--- src/design/usd_pkg.sv ---
// Shared constants, types and helper functions of the UART symbol and frame decoder
// and of the transmitter end that drives its monitored lines.
// Assumes one clock domain at 125 MHz and an active low asynchronous reset.
package usd_pkg;

	// Register byte offsets of the decoder
	localparam logic [7:0] OFS_CFG = 8'h00;
	localparam logic [7:0] OFS_DIV = 8'h04;
	localparam logic [7:0] OFS_IDLE = 8'h08;
	localparam logic [7:0] OFS_PAT = 8'h0C;
	localparam logic [7:0] OFS_POS = 8'h10;
	localparam logic [7:0] OFS_STATUS = 8'h14;
	localparam logic [7:0] OFS_CLEAR = 8'h18;
	localparam logic [7:0] OFS_IRQEN = 8'h1C;
	localparam logic [7:0] OFS_LAST = 8'h20;

	// Field positions of configuration, pattern and last symbol registers
	localparam int CFG_POL = 0;
	localparam int CFG_PAR = 1;
	localparam int CFG_STOP = 3;
	localparam int CFG_SIZE = 5;
	localparam int CFG_TXEN = 9;
	localparam int PAT_MASK = 16;
	localparam int LAST_LANE = 9;
	localparam int LAST_IDX = 16;

	// Values after reset
	localparam logic [9:0] CFG_RST = 10'h101;
	localparam logic [15:0] DIV_RST = 16'h043D;
	localparam logic [15:0] IDLE_RST = 16'h2000;

	// Event bits of status, clear and enable registers
	localparam int EV_START = 0;
	localparam int EV_FRAME = 1;
	localparam int EV_SYMBOL = 2;
	localparam int EV_PATPOS = 3;
	localparam int EV_PATANY = 4;
	localparam int EV_PARITY = 5;
	localparam int EV_FRAMEERR = 6;
	localparam int EV_BREAK = 7;
	localparam int EV_N = 8;

	localparam logic [3:0] SIZE_MIN = 4'h5;
	localparam logic [3:0] SIZE_MAX = 4'h9;

	typedef enum logic [1:0] {
		PAR_NONE = 2'h0,
		PAR_EVEN = 2'h1,
		PAR_ODD = 2'h2
	} usd_par_t;

	typedef enum logic [1:0] {
		STOP_ONE = 2'h0,
		STOP_ONE_HALF = 2'h1,
		STOP_TWO = 2'h2
	} usd_stop_t;

	// Out of range sizes fall back to the nearest legal one
	function automatic logic [3:0] usd_size(input logic [3:0] sz);
		usd_size = (sz < SIZE_MIN) ? SIZE_MIN : (sz > SIZE_MAX) ? SIZE_MAX : sz;
	endfunction

	// Parity bit value expected for the low n data bits
	function automatic logic usd_par_bit(input logic [8:0] d, input logic [3:0] n, input logic [1:0] mode);
		logic ones;
		ones = 1'b0;
		for (int i = 0; i < 9; i++) begin
			if (4'(i) < n) begin
				ones = ones ^ d[i];
			end
		end
		usd_par_bit = (mode == PAR_ODD) ? ~ones : ones;
	endfunction

endpackage

--- src/design/usd_line_if.sv ---
// Monitored serial lines between a UART transmitter and the decoder.
// Both lines are driven by the transmitter end only; the decoder just watches.
`timescale 1ns/10ps
interface usd_line_if;
	logic rx_line;
	logic tx_line;
	modport xmit (output rx_line, output tx_line);
	modport watch (input rx_line, input tx_line);
endinterface

--- src/design/usd_decoder.sv ---
// Passive UART symbol and frame decoder with register port and interrupt.
// Assumes lines synchronous to REF_CLK and a register master that never overlaps strobes.
// Notes on behaviour
// - Symbol: start, data, optional parity, stops
// - Symbols grouped into frames, pause ends frame
// - Start bit is logic zero
// - Stop bits and idle are logic one
// - No clock line, preset bit rate
// - Data bit zero first, parity last
// - One polarity setting for both lines
// - Parity none, even or odd
// - Even parity makes ones count even
// - Odd parity makes ones count odd
// - Stop length one, one half, two
// - Receive line always, transmit line optional
// - Transmit line only on instances one, three
// - Raise all listed match events
// - Data size five to nine bits
// - Idle time separates frames, marks frame start
// - Break: line low beyond one symbol
`timescale 1ns/10ps
module usd_decoder
	import usd_pkg::*;
#(
	parameter int INSTANCE_NO = 1
) (
	// Clock and reset
	input wire logic REF_CLK,
	input wire logic RESETN,
	// Monitored lines
	usd_line_if.watch LINE,
	// Register port
	input wire logic [7:0] ADDR,
	input wire logic [31:0] WDATA,
	input wire logic WR,
	input wire logic RD,
	output logic [31:0] RDATA,
	// Interrupt and instance pairing
	output logic IRQ,
	output logic OCCUPIES_NEXT
);

	localparam logic TX_ALLOWED = (INSTANCE_NO == 1) || (INSTANCE_NO == 3);

	typedef enum logic [5:0] {
		ST_IDLE = 6'h01,
		ST_START = 6'h02,
		ST_DATA = 6'h04,
		ST_PAR = 6'h08,
		ST_STOP = 6'h10,
		ST_STOP2 = 6'h20
	} usd_dst_t;

	typedef struct packed {
		usd_dst_t st;
		logic [15:0] cnt;
		logic [3:0] bitn;
		logic [8:0] shr;
		logic [15:0] idle;
		logic in_frame;
		logic [11:0] idx;
		logic [19:0] low;
		logic brk_done;
	} usd_lane_t;

	typedef struct packed {
		usd_lane_t [1:0] ln;
		logic [9:0] cfg;
		logic [15:0] div;
		logic [15:0] idle;
		logic [31:0] pat;
		logic [11:0] pos;
		logic [EV_N-1:0] status;
		logic [EV_N-1:0] en;
		logic [31:0] last;
		logic [31:0] rdata;
		logic irq;
		logic occ;
	} usd_dec_t;

	localparam usd_lane_t LANE_RST = '{st: ST_IDLE, default: '0};

	usd_dec_t q;
	usd_dec_t d;

	logic pol;
	logic [1:0] par;
	logic [1:0] stop;
	logic [3:0] dsize;
	logic [15:0] half;
	logic [15:0] bitend;
	logic [3:0] nbits;
	logic [19:0] symc;
	logic [1:0] lines;
	logic [1:0] lane_on;

	always_comb begin
		pol = q.cfg[CFG_POL];
		par = q.cfg[CFG_PAR +: 2];
		stop = q.cfg[CFG_STOP +: 2];
		dsize = usd_size(q.cfg[CFG_SIZE +: 4]);
		half = q.div >> 1;
		bitend = q.div - 16'h0001;
		nbits = 4'h1 + dsize + 4'((par != PAR_NONE)) + ((stop == STOP_TWO) ? 4'h2 : 4'h1);
		symc = 20'(q.div) * 20'(nbits);
		// Same polarity for both lines, so one physical convention per bus
		lines = pol ? {LINE.tx_line, LINE.rx_line} : ~{LINE.tx_line, LINE.rx_line};
		lane_on = {q.occ, 1'b1};
	end

	always_comb begin
		logic [1:0][EV_N-1:0] ev;
		logic b;
		logic hit;
		usd_lane_t l;
		usd_lane_t n;
		ev = '0;
		b = 1'b1;
		hit = 1'b0;
		l = LANE_RST;
		n = LANE_RST;
		d = q;
		for (int k = 0; k < 2; k++) begin
			l = q.ln[k];
			n = l;
			b = lines[k];
			n.cnt = l.cnt + 16'h0001;
			// Break watch runs beside the symbol machine
			if (!b) begin
				if (l.low != 20'hFFFFF) begin
					n.low = l.low + 20'h00001;
				end
				if (l.low == symc && !l.brk_done) begin
					ev[k][EV_BREAK] = 1'b1;
					n.brk_done = 1'b1;
				end
			end else begin
				n.low = '0;
				n.brk_done = 1'b0;
			end
			unique case (l.st)
				ST_IDLE: begin
					n.cnt = '0;
					if (b && l.idle != 16'hFFFF) begin
						n.idle = l.idle + 16'h0001;
					end
					if (!b) begin
						n.st = ST_START;
						if (!l.in_frame || l.idle >= q.idle) begin
							ev[k][EV_FRAME] = 1'b1;
							n.idx = '0;
						end
						n.in_frame = 1'b1;
					end
				end
				ST_START: begin
					if (l.cnt == half - 16'h0001) begin
						n.cnt = '0;
						n.bitn = '0;
						n.shr = '0;
						if (!b) begin
							ev[k][EV_START] = 1'b1;
							n.st = ST_DATA;
						end else begin
							n.st = ST_IDLE;
						end
					end
				end
				ST_DATA: begin
					if (l.cnt == bitend) begin
						n.cnt = '0;
						n.shr[l.bitn] = b;
						n.bitn = l.bitn + 4'h1;
						if (l.bitn == dsize - 4'h1) begin
							n.st = (par == PAR_NONE) ? ST_STOP : ST_PAR;
						end
					end
				end
				ST_PAR: begin
					if (l.cnt == bitend) begin
						n.cnt = '0;
						n.st = ST_STOP;
						if (b != usd_par_bit(l.shr, dsize, par)) begin
							ev[k][EV_PARITY] = 1'b1;
						end
					end
				end
				ST_STOP: begin
					if (l.cnt == bitend) begin
						n.cnt = '0;
						n.idle = '0;
						hit = ((l.shr ^ q.pat[8:0]) & q.pat[PAT_MASK +: 9]) == 9'h000;
						ev[k][EV_FRAMEERR] = !b;
						ev[k][EV_SYMBOL] = (l.idx == q.pos);
						ev[k][EV_PATPOS] = hit && (l.idx == q.pos);
						ev[k][EV_PATANY] = hit;
						d.last = 32'(l.shr) | (32'(k) << LAST_LANE) | (32'(l.idx) << LAST_IDX);
						if (l.idx != 12'hFFF) begin
							n.idx = l.idx + 12'h001;
						end
						// A half stop bit is not checked; idle watch resumes from the middle of the first stop bit
						n.st = (b && stop == STOP_TWO) ? ST_STOP2 : ST_IDLE;
					end
				end
				ST_STOP2: begin
					if (l.cnt == bitend) begin
						n.cnt = '0;
						n.idle = '0;
						ev[k][EV_FRAMEERR] = !b;
						n.st = ST_IDLE;
					end
				end
				default: begin
					n = LANE_RST;
				end
			endcase
			d.ln[k] = lane_on[k] ? n : LANE_RST;
			if (!lane_on[k]) begin
				ev[k] = '0;
			end
		end

		// Register writes
		if (WR) begin
			unique case (ADDR)
				OFS_CFG: begin
					d.cfg = WDATA[9:0];
					d.cfg[CFG_TXEN] = WDATA[CFG_TXEN] & TX_ALLOWED;
				end
				OFS_DIV: d.div = (WDATA[15:0] < 16'h0002) ? 16'h0002 : WDATA[15:0];
				OFS_IDLE: d.idle = WDATA[15:0];
				OFS_PAT: d.pat = WDATA & 32'h01FF_01FF;
				OFS_POS: d.pos = WDATA[11:0];
				OFS_IRQEN: d.en = WDATA[EV_N-1:0];
				default: begin
				end
			endcase
		end
		// A new event outranks a clear in the same cycle
		d.status = (q.status & ~((WR && ADDR == OFS_CLEAR) ? WDATA[EV_N-1:0] : '0)) | ev[0] | ev[1];
		d.irq = |(d.status & d.en);
		d.occ = d.cfg[CFG_TXEN];

		// Read data stands only in the cycle after the strobe
		d.rdata = '0;
		if (RD) begin
			unique case (ADDR)
				OFS_CFG: d.rdata = 32'(q.cfg);
				OFS_DIV: d.rdata = 32'(q.div);
				OFS_IDLE: d.rdata = 32'(q.idle);
				OFS_PAT: d.rdata = q.pat;
				OFS_POS: d.rdata = 32'(q.pos);
				OFS_STATUS: d.rdata = 32'(q.status);
				OFS_IRQEN: d.rdata = 32'(q.en);
				OFS_LAST: d.rdata = q.last;
				default: d.rdata = '0;
			endcase
		end
	end

	always_ff @(posedge REF_CLK or negedge RESETN) begin
		if (!RESETN) begin
			q <= '{ln: {LANE_RST, LANE_RST}, cfg: CFG_RST, div: DIV_RST, idle: IDLE_RST, default: '0};
		end else begin
			q <= d;
		end
	end

	assign RDATA = q.rdata;
	assign IRQ = q.irq;
	assign OCCUPIES_NEXT = q.occ;

endmodule

--- src/flat_wrapper.sv ---
// flat-port wrapper written by rule: the top's interface ports become plain ports
module usd_decoder_flat import usd_pkg::*;
#(
	parameter int INSTANCE_NO = 1
)
  (REF_CLK, RESETN, ADDR, WDATA, WR, RD, RDATA, IRQ, OCCUPIES_NEXT, LINE_rx_line, LINE_tx_line);
  usd_line_if LINE_i ();
  input wire logic REF_CLK;
  input wire logic RESETN;
  input wire logic [7:0] ADDR;
  input wire logic [31:0] WDATA;
  input wire logic WR;
  input wire logic RD;
  output logic [31:0] RDATA;
  output logic IRQ;
  output logic OCCUPIES_NEXT;
  input wire logic [$bits(LINE_i.rx_line)-1:0] LINE_rx_line;
  input wire logic [$bits(LINE_i.tx_line)-1:0] LINE_tx_line;
  assign LINE_i.rx_line = LINE_rx_line;
  assign LINE_i.tx_line = LINE_tx_line;
  usd_decoder #(.INSTANCE_NO(INSTANCE_NO)) u_core (.REF_CLK(REF_CLK), .RESETN(RESETN), .LINE(LINE_i), .ADDR(ADDR), .WDATA(WDATA), .WR(WR), .RD(RD), .RDATA(RDATA), .IRQ(IRQ), .OCCUPIES_NEXT(OCCUPIES_NEXT));
endmodule
--- config.mk ---
export PLATFORM = sky130hd
export DESIGN_NAME = usd_decoder_flat
export DESIGN_NICKNAME = d
export VERILOG_FILES = /design/src/design/usd_pkg.sv /design/src/design/usd_line_if.sv /design/src/design/usd_decoder.sv /design/src/flat_wrapper.sv
export SDC_FILE = /design/constraint.sdc
export NUM_CORES = 1
export LEC_CHECK = 0
export ABC_CLOCK_PERIOD_IN_PS = 16500
export BUFFER_PORTS_ARGS = -buffer_cell sky130_fd_sc_hd__buf_4
export CORE_MARGIN = 2
export CORE_UTILIZATION = 35
export DETAILED_ROUTE_END_ITERATION = 10
export PLACE_DENSITY = 0.57
export SYNTH_ARGS = -nofsm -noshare
export SYNTH_HDL_FRONTEND = slang
export SYNTH_SLANG_ARGS = --single-unit
--- constraint.sdc ---
create_clock -name REF_CLK -period 16.5 [get_ports REF_CLK]
set_clock_uncertainty 0.1 [all_clocks]
set_input_delay 0.825 -clock REF_CLK [delete_from_list [all_inputs] [get_ports REF_CLK]]
set_output_delay 0.825 -clock REF_CLK [all_outputs]
set_load 0.01 [all_outputs]
==> results of run 1 <==
## logic make-up after synthesis
group                    after synthesis
AO/OA/AOI/OAI                        475
XOR/XNOR                             268
adder cells (fa/ha/maj)              112
buffers and inverters                236
flip-flops                           323
multiplexers                          98
AND/OR/NAND/NOR                      907
## cell type report
cell class                 instances  area [sq um]
tap                              846          1060
multi-input combinational       1860         13100
inverter                          71           267
fill                            6244         38500
clock buffer                      56          1080
clock inverter                    11           156
sequential                       323          8100
timing repair buffer              99           751
## flip-flops by register name (all words and copies together) (netlist names)
signal,flops
u_core.q,272
u_core.pol,1
u_core.RDATA,32
u_core.half,15
u_core.par,2
u_core.IRQ,1
## power by group through the flow
stage          Clock, W  Combinational [W]  Sequential (W)
2_1_floorplan         0           0.000299        0.000847
3_3_place_gp          0           0.000424        0.000862
3_5_place_dp          0           0.000431        0.000863
4_1_cts        0.000857           0.000433        0.000849
5_1_grt        0.000891           0.000482        0.000852
6_report       0.000839           0.000433        0.000850
## critical path, stage by stage (launching register included)
cell	delay, ns
dfrtp_1	0.51
nand2_1	0.15
nor2_1	0.39
a21oi_1	0.08
nor2_1	0.50
ha_1	0.22
inv_1	0.04
ha_1	0.20
fa_1	0.38
xor2_1	0.89
nand2_1	0.22
fa_1	0.57
inv_1	0.06
fa_1	0.53
ha_1	0.32
a21o_1	0.21
and4_1	0.24
o21ai_0	0.33
nand2_1	0.27
a31oi_1	0.26
xnor3_1	0.23
nand4bb_1	0.19
nor4_1	0.57
a32oi_1	0.35
o21ai_0	0.61
## worst paths after layout
check                                    from             to  cells past startpoint
worst min register to register  u_core.q[286]  u_core.q[286]                      2
worst max-delay path            u_core.q[164]     u_core.IRQ                     24
max in group asynchronous              RESETN  u_core.q[308]                      3
min in group REF_CLK                WDATA[24]  u_core.q[118]                      2
worst min-delay path                   RESETN  u_core.q[319]                      1
worst max register to register  u_core.q[164]     u_core.IRQ                     24
## layer usage
metal	up-vias	wire length (microns)	part of all wire
li1	8511	-	-
met1	9172	30400	0.45
met2	574	30700	0.46
met3	111	4390	0.065
met4	2	1710	0.025
met5	-	11	0.00016
## synth_stat cells (12+ instances only)
master	n
dfrtp_1	312
nor2_1	211
nand2_1	184
xnor2_1	142
o21ai_0	119
xor2_1	116
a21oi_1	110
clkbuf_1	106
nand3_1	99
ha_1	83
inv_1	71
mux2_2	68
and3_1	65
and2_1	62
nor3_1	48
a22oi_1	43
nand4_1	41
buf_4	33
nand2b_1	31
mux2i_1	30
fa_1	29
nor4_1	26
a31oi_1	21
nor2b_1	20
o31ai_1	20
or3_1	20
a21o_1	18
a22o_1	16
and4_1	16
nand3b_1	15
or2_2	14
o211ai_1	12
## through the flow
stage | hold slack [ns] | cells | area (sq um) | worst slack, ns | util
6_report | 0.197 | 3266 | 24500 | 7.89 | 0.389
5_1_grt | 0.295 | 3266 | 24500 | 7.42 | 0.389
4_1_cts | 0.264 | 3266 | 24500 | 8.01 | 0.389
3_5_place_dp | 0.371 | 3199 | 23300 | 8.07 | 0.370
3_3_place_gp | 0.377 | 3199 | 23300 | 8.22 | 0.370
2_1_floorplan | 0.348 | 2419 | 22200 | 10.44 | -
==> out/qor.txt, run 1 <==
status -> complete, no violations
Relative slew margins -> 0.203
commonest non-fill, non-tap cells in the layout -> 312 x dfrtp_1, 211 x nor2_1, 184 x nand2_1
Tmin final -> 8.61 ns
main combinational cell family by area after synthesis -> simple AND/OR/NAND/NOR gates
top post-synthesis cells by area -> dfrtp_1 35%, xnor2_1 5.6%, ha_1 4.7%
CTS Buffer Depth -> 3
die span in y -> 256 microns
Post-Synth XOR/XNOR Area -> 0.112
Post-Synthesis Cells -> 2419
share of the yosys chip area belonging to registers -> 0.364
syn_nets -> 2577
measured slew at the worst slew-check pin -> 1.19 ns
Comb pwr share -> 0.204
Cell Area, Synth -> 0.0222 sq mm
GR Layer Usage met3 -> 0.0434
Max VDD drop -> 64.0 uV
P_leak -> 11.1 nW
worst path required time -> 16.79 ns
synthesis-to-finish area growth -> 10.2%
Yosys warnings -> 0
total CTS buffers -> 38
GRT Residual Overflow -> 0
postcts setup bufs -> 0
diode count -> 0
Sw Share -> 0.316
Power Total -> 0.00212 W
root buf cell -> clkbuf_16
CTS Sinks -> 323
GRT Resource Usage Total -> 0.203
std cell rows -> 92
syn avg cell area -> 9.19 sq um
Clock power frac -> 0.395
vias -> 18400
commonest non-fill, non-tap cell in the layout -> dfrtp_1
cts repair resizes -> 0
CTS tree -> built
htree depth -> 2
Finish-stage setup viols -> 0
vias per cell -> 5.62
Switch Pwr -> 0.000671 W
Synth Area in Adders -> 0.0728
vias in the first global route -> 18100
post-synth top area cell -> dfrtp_1
Post-synth EDFFs -> 0
Final GP Congestion -> 0.921
Core ar. -> 0.0630 sq mm
r2r setup slk -> 7.89 ns
Routed WL -> 67300 microns
startpoint types -> flip-flop
Pins Over Slew Limit -> 0
power per standard cell area -> 86.6 mW/mm^2
most used routing layer in global routing -> met2
hold buffers post-CTS -> 0
Highest Clock Rate -> 116 MHz
largest net degree at the start of global routing -> 120
DR iter-0 viols -> 1475
starting density of the core -> 0.353
GRT met2 Usage -> 0.322
nets@finish -> 2551
post-synth top area share -> 0.351
Die Wd -> 256 microns
FF+latch count, synth -> 323
first-pass GRT wire length -> 106000 microns
buffers added on ports -> 72
Detail Route Antenna Nets -> 0
Arrival @ worst endpoint -> 8.90 ns
HPWL after detailed placement -> 50200 microns
I/O pin cnt -> 80
clk_lat worst skew -> 0.58 ns
Setup TNS Final -> 0 ns
fraction of registers with async set/reset -> 1.00
final hold violations -> 0
max_cap viols -> 0
complex-gate fraction of the synthesized area -> 0.140
CP Max Fanout -> 16
RSZ-0062 raised after global routing -> false
DRT Pass-1 Iters -> 6
sequential share of power -> 0.401
period utilisation layout -> 0.522
post-DR wirelength/cell -> 20.6 microns
internal cell power -> 0.00145 W
Clock Pin Slew Worst Setup and Hold Paths -> 0.06 ns
post-synthesis simple-gate area fraction -> 0.215
WS Path Type -> flip-flop to flip-flop
library cells used by synthesis -> 90
worst hold-check path type -> input pin to asynchronous set/reset pin
mux share of post-synthesis cell area -> 0.0479
predominant post-synthesis flop cell -> dfrtp_1
share of layout cells above drive strength 1 -> 0.116
DR DRC count -> 0
CP endpoint kind -> flip-flop
M1 GR Usage -> 0.279
Die Area -> 0.0656 sq mm
initial antenna violation count -> 1
Power figures use the tool's default switching activity.
==> inputs of run 2 (changes only) <==
--- a/config.mk
+++ b/config.mk
@@ -5,7 +5,7 @@
 export SDC_FILE = /design/constraint.sdc
 export NUM_CORES = 1
 export LEC_CHECK = 0
-export ABC_CLOCK_PERIOD_IN_PS = 16500
+export ABC_CLOCK_PERIOD_IN_PS = 8350
 export BUFFER_PORTS_ARGS = -buffer_cell sky130_fd_sc_hd__buf_4
 export CORE_MARGIN = 2
 export CORE_UTILIZATION = 35
==> constraint.sdc (replaced) <==
create_clock -name REF_CLK -period 8.35 [get_ports REF_CLK]
set_clock_uncertainty 0.1 [all_clocks]
set_input_delay 0.4175 -clock REF_CLK [delete_from_list [all_inputs] [get_ports REF_CLK]]
set_output_delay 0.4175 -clock REF_CLK [all_outputs]
set_load 0.01 [all_outputs]
==> run 2 against run 1 <==
  * Sequential share of layout area is 0.37 points lower
  * Clock-buffer cell count is 3 higher
  * Core utilization rose by 0.44 points
  * Via count grew 0.19%
  * Critical path type unchanged
  * Design area increased by 1.1%
==> out/qor.txt, run 2 (synthesis gave the netlist of run 1 again) <==
postcts setup bufs -> 0 (unchanged)
CTS Buffer Depth -> 3 (unchanged)
status -> complete, no violations
Max VDD drop -> 121 uV (+89%)
metal1 wirelength -> 30300 microns (-0.38%)
GRT Resource Usage Total -> 0.203 (-0.000842)
Relative slew margins -> 0.168 (-0.0345)
vias in the first global route -> 18000 (-0.59%)
worst path required time -> 8.75 ns (-8.04 ns)
buffers added on ports -> 72 (unchanged)
Arrival @ worst endpoint -> 7.70 ns (-1.20 ns)
HPWL after detailed placement -> 50100 microns (-0.27%)
commonest non-fill, non-tap cell in the layout -> dfrtp_1
synthesis-to-finish area growth -> 11.5%
Die Wd -> 256 microns (unchanged)
WS Path Type -> flip-flop to flip-flop
Power Total -> 0.00432 W (+100%)
Hold Path Depth -> 2
vias per cell -> 5.60 (-0.36%)
top layer in use -> met4
DR iter-0 viols -> 1614 (+9.4%)
CTS tree -> built
Setup TNS Final -> 0 ns (unchanged)
Die Area -> 0.0656 sq mm (unchanged)
CP endpoint kind -> flip-flop
Tmin final -> 7.30 ns (-1.31 ns)
DR DRC count -> 0 (unchanged)
diode count -> 0 (unchanged)
Detail Route Antenna Nets -> 0 (unchanged)
htree depth -> 2 (unchanged)
sequential share of power -> 0.389 (-0.012)
period utilisation layout -> 0.874 (+0.352)
final hold violations -> 0 (unchanged)
Highest Clock Rate -> 137 MHz (+18%)
Finish-stage setup viols -> 0 (unchanged)
wire length on met3 -> 4320 microns (-1.6%)
RSZ-0062 raised after global routing -> false
commonest non-fill, non-tap cells in the layout -> 312 x dfrtp_1, 211 x nor2_1, 184 x nand2_1
total CTS buffers -> 39 (+2.6%)
startpoint types -> flip-flop
die span in y -> 256 microns (unchanged)
Comb pwr share -> 0.197 (-0.007)
measured slew at the worst slew-check pin -> 1.24 ns (+0.0448 ns)
largest net degree at the start of global routing -> 167 (+39%)
Final GP Congestion -> 0.926 (+0.60%)
Largest register FFs -> 272 (unchanged)
GRT Residual Overflow -> 0 (unchanged)
FF-to-FF path depth -> 25 (+4.2%)
Sw Share -> 0.314 (-0.00174)
clk_lat worst skew -> 0.59 ns (about the same)
first-pass GRT wire length -> 105000 microns (-0.56%)
Switch Pwr -> 0.00136 W (+100%)
std cell rows -> 92 (unchanged)
Clock power frac -> 0.414 (+0.019)
max_cap viols -> 0 (unchanged)
worst hold-check path type -> input pin to flip-flop
root buf cell -> clkbuf_16
CTS Sinks -> 323 (unchanged)
metal2 WL -> 30700 microns (-0.14%)
starting density of the core -> 0.353 (unchanged)
post-DR wirelength/cell -> 20.4 microns (-0.79%)
Core ar. -> 0.0630 sq mm (unchanged)
internal cell power -> 0.00296 W (+100%)
CP Max Fanout -> 16 (unchanged)
Pins Over Slew Limit -> 0 (unchanged)
DRT Pass-1 Iters -> 6 (unchanged)
I/O pin cnt -> 80 (unchanged)
Routed WL -> 67100 microns (-0.25%)
Clock Pin Slew Worst Setup and Hold Paths -> 0.06 ns (about the same)
power per standard cell area -> 174 mW/mm^2 (+100%)
share of layout cells above drive strength 1 -> 0.117 (+0.00119)
largest register by flop count -> u_core.q
initial antenna violation count -> 0 (-1)
vias -> 18400 (+0.19%)
nets@finish -> 2565 (+0.55%)
P_leak -> 11.2 nW (+1.0%)
==> run 2: cell count changes in the layout (fill, tap and decap cells not counted), sizes merged <==
cell         change
clkbuf           +3
bufinv           +1
dlygate4sd3     +16
clkinv           -4
buf              -3
clkinvlp         +3
inv              +2
==> run 2: repair_timing <==
action	CTS	global route
hold endpoints to repair	130	0
hold buffers	16	0
endpoints found under the setup margin	0	1
gates resized for setup	0	1
==> run 2: worst paths after layout <==
check                              start  slack (ns)       endpoint
min                             WDATA[9]        0.03  u_core.q[167]
max reg2reg                u_core.q[164]        1.05     u_core.IRQ
max in group asynchronous         RESETN        6.29  u_core.q[314]
min in group asynchronous         RESETN        0.42  u_core.q[317]
min reg2reg                u_core.q[286]        0.39  u_core.q[286]
max                        u_core.q[164]        1.05     u_core.IRQ
==> run 2: cell type report <==
type,count,area (sq um)
multi-input cells,1860,13100
fillers,6203,38200
inverters,71,267
flip-flops and latches,323,8100
well taps,846,1060
clock inverters,13,203
clock buffers,59,1150
repair buffers,112,901
==> run 2: critical path, stage by stage (launching register included) <==
cell	delay, ns
dfrtp_1	0.45
nand2_1	0.12
nor2_1	0.29
a21oi_1	0.07
nor2_1	0.37
ha_1	0.32
inv_1	0.06
ha_1	0.18
a21o_1	0.12
a21oi_1	0.09
xnor2_2	0.60
nand2_1	0.17
fa_1	0.57
inv_1	0.06
fa_1	0.48
ha_1	0.39
a21oi_1	0.19
and2_1	0.21
a21oi_1	0.10
o41ai_1	0.78
xnor2_1	0.15
a21oi_1	0.16
nand4bb_1	0.12
nor4_1	0.51
a32oi_1	0.30
o21ai_0	0.24
==> run 2: metal layers <==
metal	up-vias	global-route usage
met5	-	0
met4	0	0.0573
met3	118	0.0386
met2	583	0.323
met1	9154	0.279
li1	8549	-
==> run 2: metrics by stage <==
stage	utilization	area, sq um	worst slack [ns]	hold WS [ns]	instances
finish	0.394	24800	1.05	0.0302	3284
global route	0.394	24800	0.413	0.0181	3284
CTS	0.394	24800	0.611	0.00303	3284
detailed placement	0.370	23300	0.682	0.376	3196
global placement	0.370	23300	0.879	0.374	3196
floorplan	-	22200	2.29	0.0219	2419
==> run 2: power by group through the flow <==
| stage | combinational (W) | clock (W) | sequential, W |
|---|---|---|---|
| final | 0.000853 | 0.00179 | 0.00168 |
| after global routing | 0.000942 | 0.00189 | 0.00169 |
| after CTS | 0.000852 | 0.00183 | 0.00168 |
| after detailed placement | 0.000840 | 0 | 0.00171 |
| after global placement | 0.000829 | 0 | 0.00171 |
| after floorplan | 0.000591 | 0 | 0.00167 |
==> inputs of run 3 (changes only) <==
--- a/config.mk
+++ b/config.mk
@@ -5,12 +5,13 @@
 export SDC_FILE = /design/constraint.sdc
 export NUM_CORES = 1
 export LEC_CHECK = 0
-export ABC_CLOCK_PERIOD_IN_PS = 8350
+export ABC_CLOCK_PERIOD_IN_PS = 7350
 export BUFFER_PORTS_ARGS = -buffer_cell sky130_fd_sc_hd__buf_4
 export CORE_MARGIN = 2
 export CORE_UTILIZATION = 35
 export DETAILED_ROUTE_END_ITERATION = 10
 export PLACE_DENSITY = 0.57
+export SKIP_LAST_GASP = 1
 export SYNTH_ARGS = -nofsm -noshare
 export SYNTH_HDL_FRONTEND = slang
 export SYNTH_SLANG_ARGS = --single-unit
==> constraint.sdc (replaced) <==
create_clock -name REF_CLK -period 7.35 [get_ports REF_CLK]
set_clock_uncertainty 0.1 [all_clocks]
set_input_delay 0.3675 -clock REF_CLK [delete_from_list [all_inputs] [get_ports REF_CLK]]
set_output_delay 0.3675 -clock REF_CLK [all_outputs]
set_load 0.01 [all_outputs]
==> run 3 against run 2 <==
  * Combinational power is 15% higher
  * Flip-flop and latch count unchanged
  * Via count grew 0.82%
  * First-iteration DRC count fell by 2.3%
  * Fmax grew 4.2%
  * Largest power group unchanged
==> out/qor.txt, run 3 (synthesis gave the netlist of run 1 again) <==
startpoint types -> flip-flop
Routed WL -> 68100 microns (+1.4%)
std cell rows -> 92 (unchanged)
Final GP Congestion -> 0.940 (+1.5%)
diode count -> 0 (unchanged)
largest register by flop count -> u_core.q
buffers added on ports -> 72 (unchanged)
pre-CTS WS -> -0.00393 ns (-0.686 ns)
starting density of the core -> 0.353 (unchanged)
WS Path Type -> flip-flop to flip-flop
vias per cell -> 5.64 (+0.70%)
Crit path largest cell delay -> 0.75 ns (-0.03 ns)
max_cap viols -> 0 (unchanged)
worst path cell trace -> nor2_1 -> a21oi_1 -> nor2_1 -> ha_1 -> inv_1 -> ha_1 -> a21o_1 -> a21oi_1 -> xnor2_4 -> and2_1 -> fa_1 -> fa_1 -> ha_1 -> and2_1 -> a21boi_0 -> nand2_1 -> o21ai_0 -> xor2_1 -> o21ai_0 -> or3_1 -> nor3_1 -> a32oi_1 -> o21ai_0
die span in y -> 256 microns (unchanged)
HPWL after detailed placement -> 51000 microns (+1.8%)
FF-to-FF path depth -> 23 (-8.0%)
final hold violations -> 0 (unchanged)
Pins Over Slew Limit -> 0 (unchanged)
largest net degree at the start of global routing -> 76 (-54%)
CTS Sinks -> 323 (unchanged)
GRT Resource Usage Total -> 0.206 (+0.00316)
Setup TNS Final -> 0 ns (unchanged)
worst path required time -> 7.71 ns (-1.04 ns)
worst hold-check path type -> input pin to flip-flop
M1 GR Usage -> 0.281 (+0.00152)
total CTS buffers -> 38 (-2.6%)
DRT Pass-1 Iters -> 5 (-1)
Highest Clock Rate -> 143 MHz (+4.2%)
commonest non-fill, non-tap cell in the layout -> dfrtp_1
synthesis-to-finish area growth -> 11.5% (about the same)
DR DRC count -> 0 (unchanged)
Clock Pin Slew Worst Setup and Hold Paths -> 0.06 ns (about the same)
CTS Buffer Depth -> 3 (unchanged)
period utilisation layout -> 0.953 (+0.0792)
Largest register FFs -> 272 (unchanged)
CP Max Fanout -> 16 (unchanged)
Relative slew margins -> 0.196 (+0.0281)
postcts setup bufs -> 0 (unchanged)
setup ws final -> 0.343 ns (-0.708 ns)
post-DR wirelength/cell -> 20.7 microns (+1.3%)
CP max stage cell -> dfstp_2
commonest non-fill, non-tap cells in the layout -> 312 x dfrtp_1, 211 x nor2_1, 184 x nand2_1
GRT Residual Overflow -> 0 (unchanged)
Hold Path Depth -> 2 (unchanged)
Tmin final -> 7.01 ns (-0.292 ns)
share of layout cells above drive strength 1 -> 0.120 (+0.00308)
Arrival @ worst endpoint -> 7.37 ns (-0.33 ns)
Max VDD drop -> 135 uV (+12%)
measured slew at the worst slew-check pin -> 1.20 ns (-0.0333 ns)
status -> complete, no violations
Finish-stage setup viols -> 0 (unchanged)
clk_lat worst skew -> 0.57 ns (-0.02 ns)
first-pass GRT wire length -> 107000 microns (+1.6%)
DR iter-0 viols -> 1577 (-2.3%)
Detail Route Antenna Nets -> 0 (unchanged)
most used routing layer in global routing -> met2
CTS tree -> built
initial antenna violation count -> 1 (+1)
vias in the first global route -> 18300 (+1.6%)
Die Wd -> 256 microns (unchanged)
Core ar. -> 0.0630 sq mm (unchanged)
CP endpoint kind -> flip-flop
GRT met2 Usage -> 0.327 (+0.00369)
root buf cell -> clkbuf_16
vias -> 18600 (+0.82%)
Die Area -> 0.0656 sq mm (unchanged)
P_leak -> 11.2 nW (+0.21%)
power per standard cell area -> 197 mW/mm^2 (+13%)
nets@finish -> 2570 (+0.19%)
htree depth -> 2 (unchanged)
GR Layer Usage met3 -> 0.0404 (+0.00178)
I/O pin cnt -> 80 (unchanged)
[run 3: area by class of cell]
cell class	count	area (sq um)
multi-input cells	1860	13100
inverters	71	267
well taps	846	1060
repair buffers	118	936
fillers	6287	38200
flip-flops and latches	323	8100
clock buffers	56	1140
clock inverters	14	168
[run 3: repair_timing]
item	4_1_cts	5_1_grt
endpoints found under the setup margin	1	2
endpoints found under the hold margin	80	0
hold buffers	17	0
gates resized for setup	1	3
[run 3: through the flow]
step | hold WS, ns | util | std cells | total power (W) | cell area [sq um]
6_report | 0.0209 | 0.394 | 3288 | 0.00488 | 24800
4_1_cts | 0.000911 | 0.394 | 3288 | 0.00492 | 24800
3_3_place_gp | 0.245 | 0.370 | 3201 | 0.00289 | 23300
5_1_grt | 0.0164 | 0.394 | 3288 | 0.00510 | 24800
2_1_floorplan | -0.0281 | - | 2419 | 0.00257 | 22200
3_5_place_dp | 0.255 | 0.370 | 3201 | 0.00291 | 23300
[run 3: per-layer routing]
layer | routed length [microns] | part of all wire
met5 | 13 | 0.00019
met4 | 2060 | 0.030
met3 | 4890 | 0.072
met2 | 31100 | 0.46
met1 | 30000 | 0.44
[run 3: path summary, 6_finish.rpt]
check,from,to,slack (ns)
worst max-delay path,u_core.q[166],u_core.IRQ,0.34
min in group asynchronous,RESETN,u_core.q[317],0.22
max in group asynchronous,RESETN,u_core.q[99],5.42
worst min-delay path,RD,u_core.RDATA[31],0.02
worst min register to register,u_core.q[64],u_core.RDATA[30],0.40
worst max register to register,u_core.q[166],u_core.IRQ,0.34
[run 3: worst max-delay path: cells and delay by family, from the launching register on]
family	cells	cell delay, ns
xor+xnor	2	0.47
buf+inv	1	0.10
fa+ha+maj	5	1.86
compound gates	8	2.10
flops	1	0.75
simple gates	7	1.47
[run 3: report_power, final]
part	leakage [nW]	switching [W]	internal, W	total [W]
sequential	4.43	0.0000813	0.00183	0.00191
combinational	6.16	0.000650	0.000335	0.000984
clock	0.653	0.000797	0.00119	0.00198
total	11.2	0.00153	0.00335	0.00488
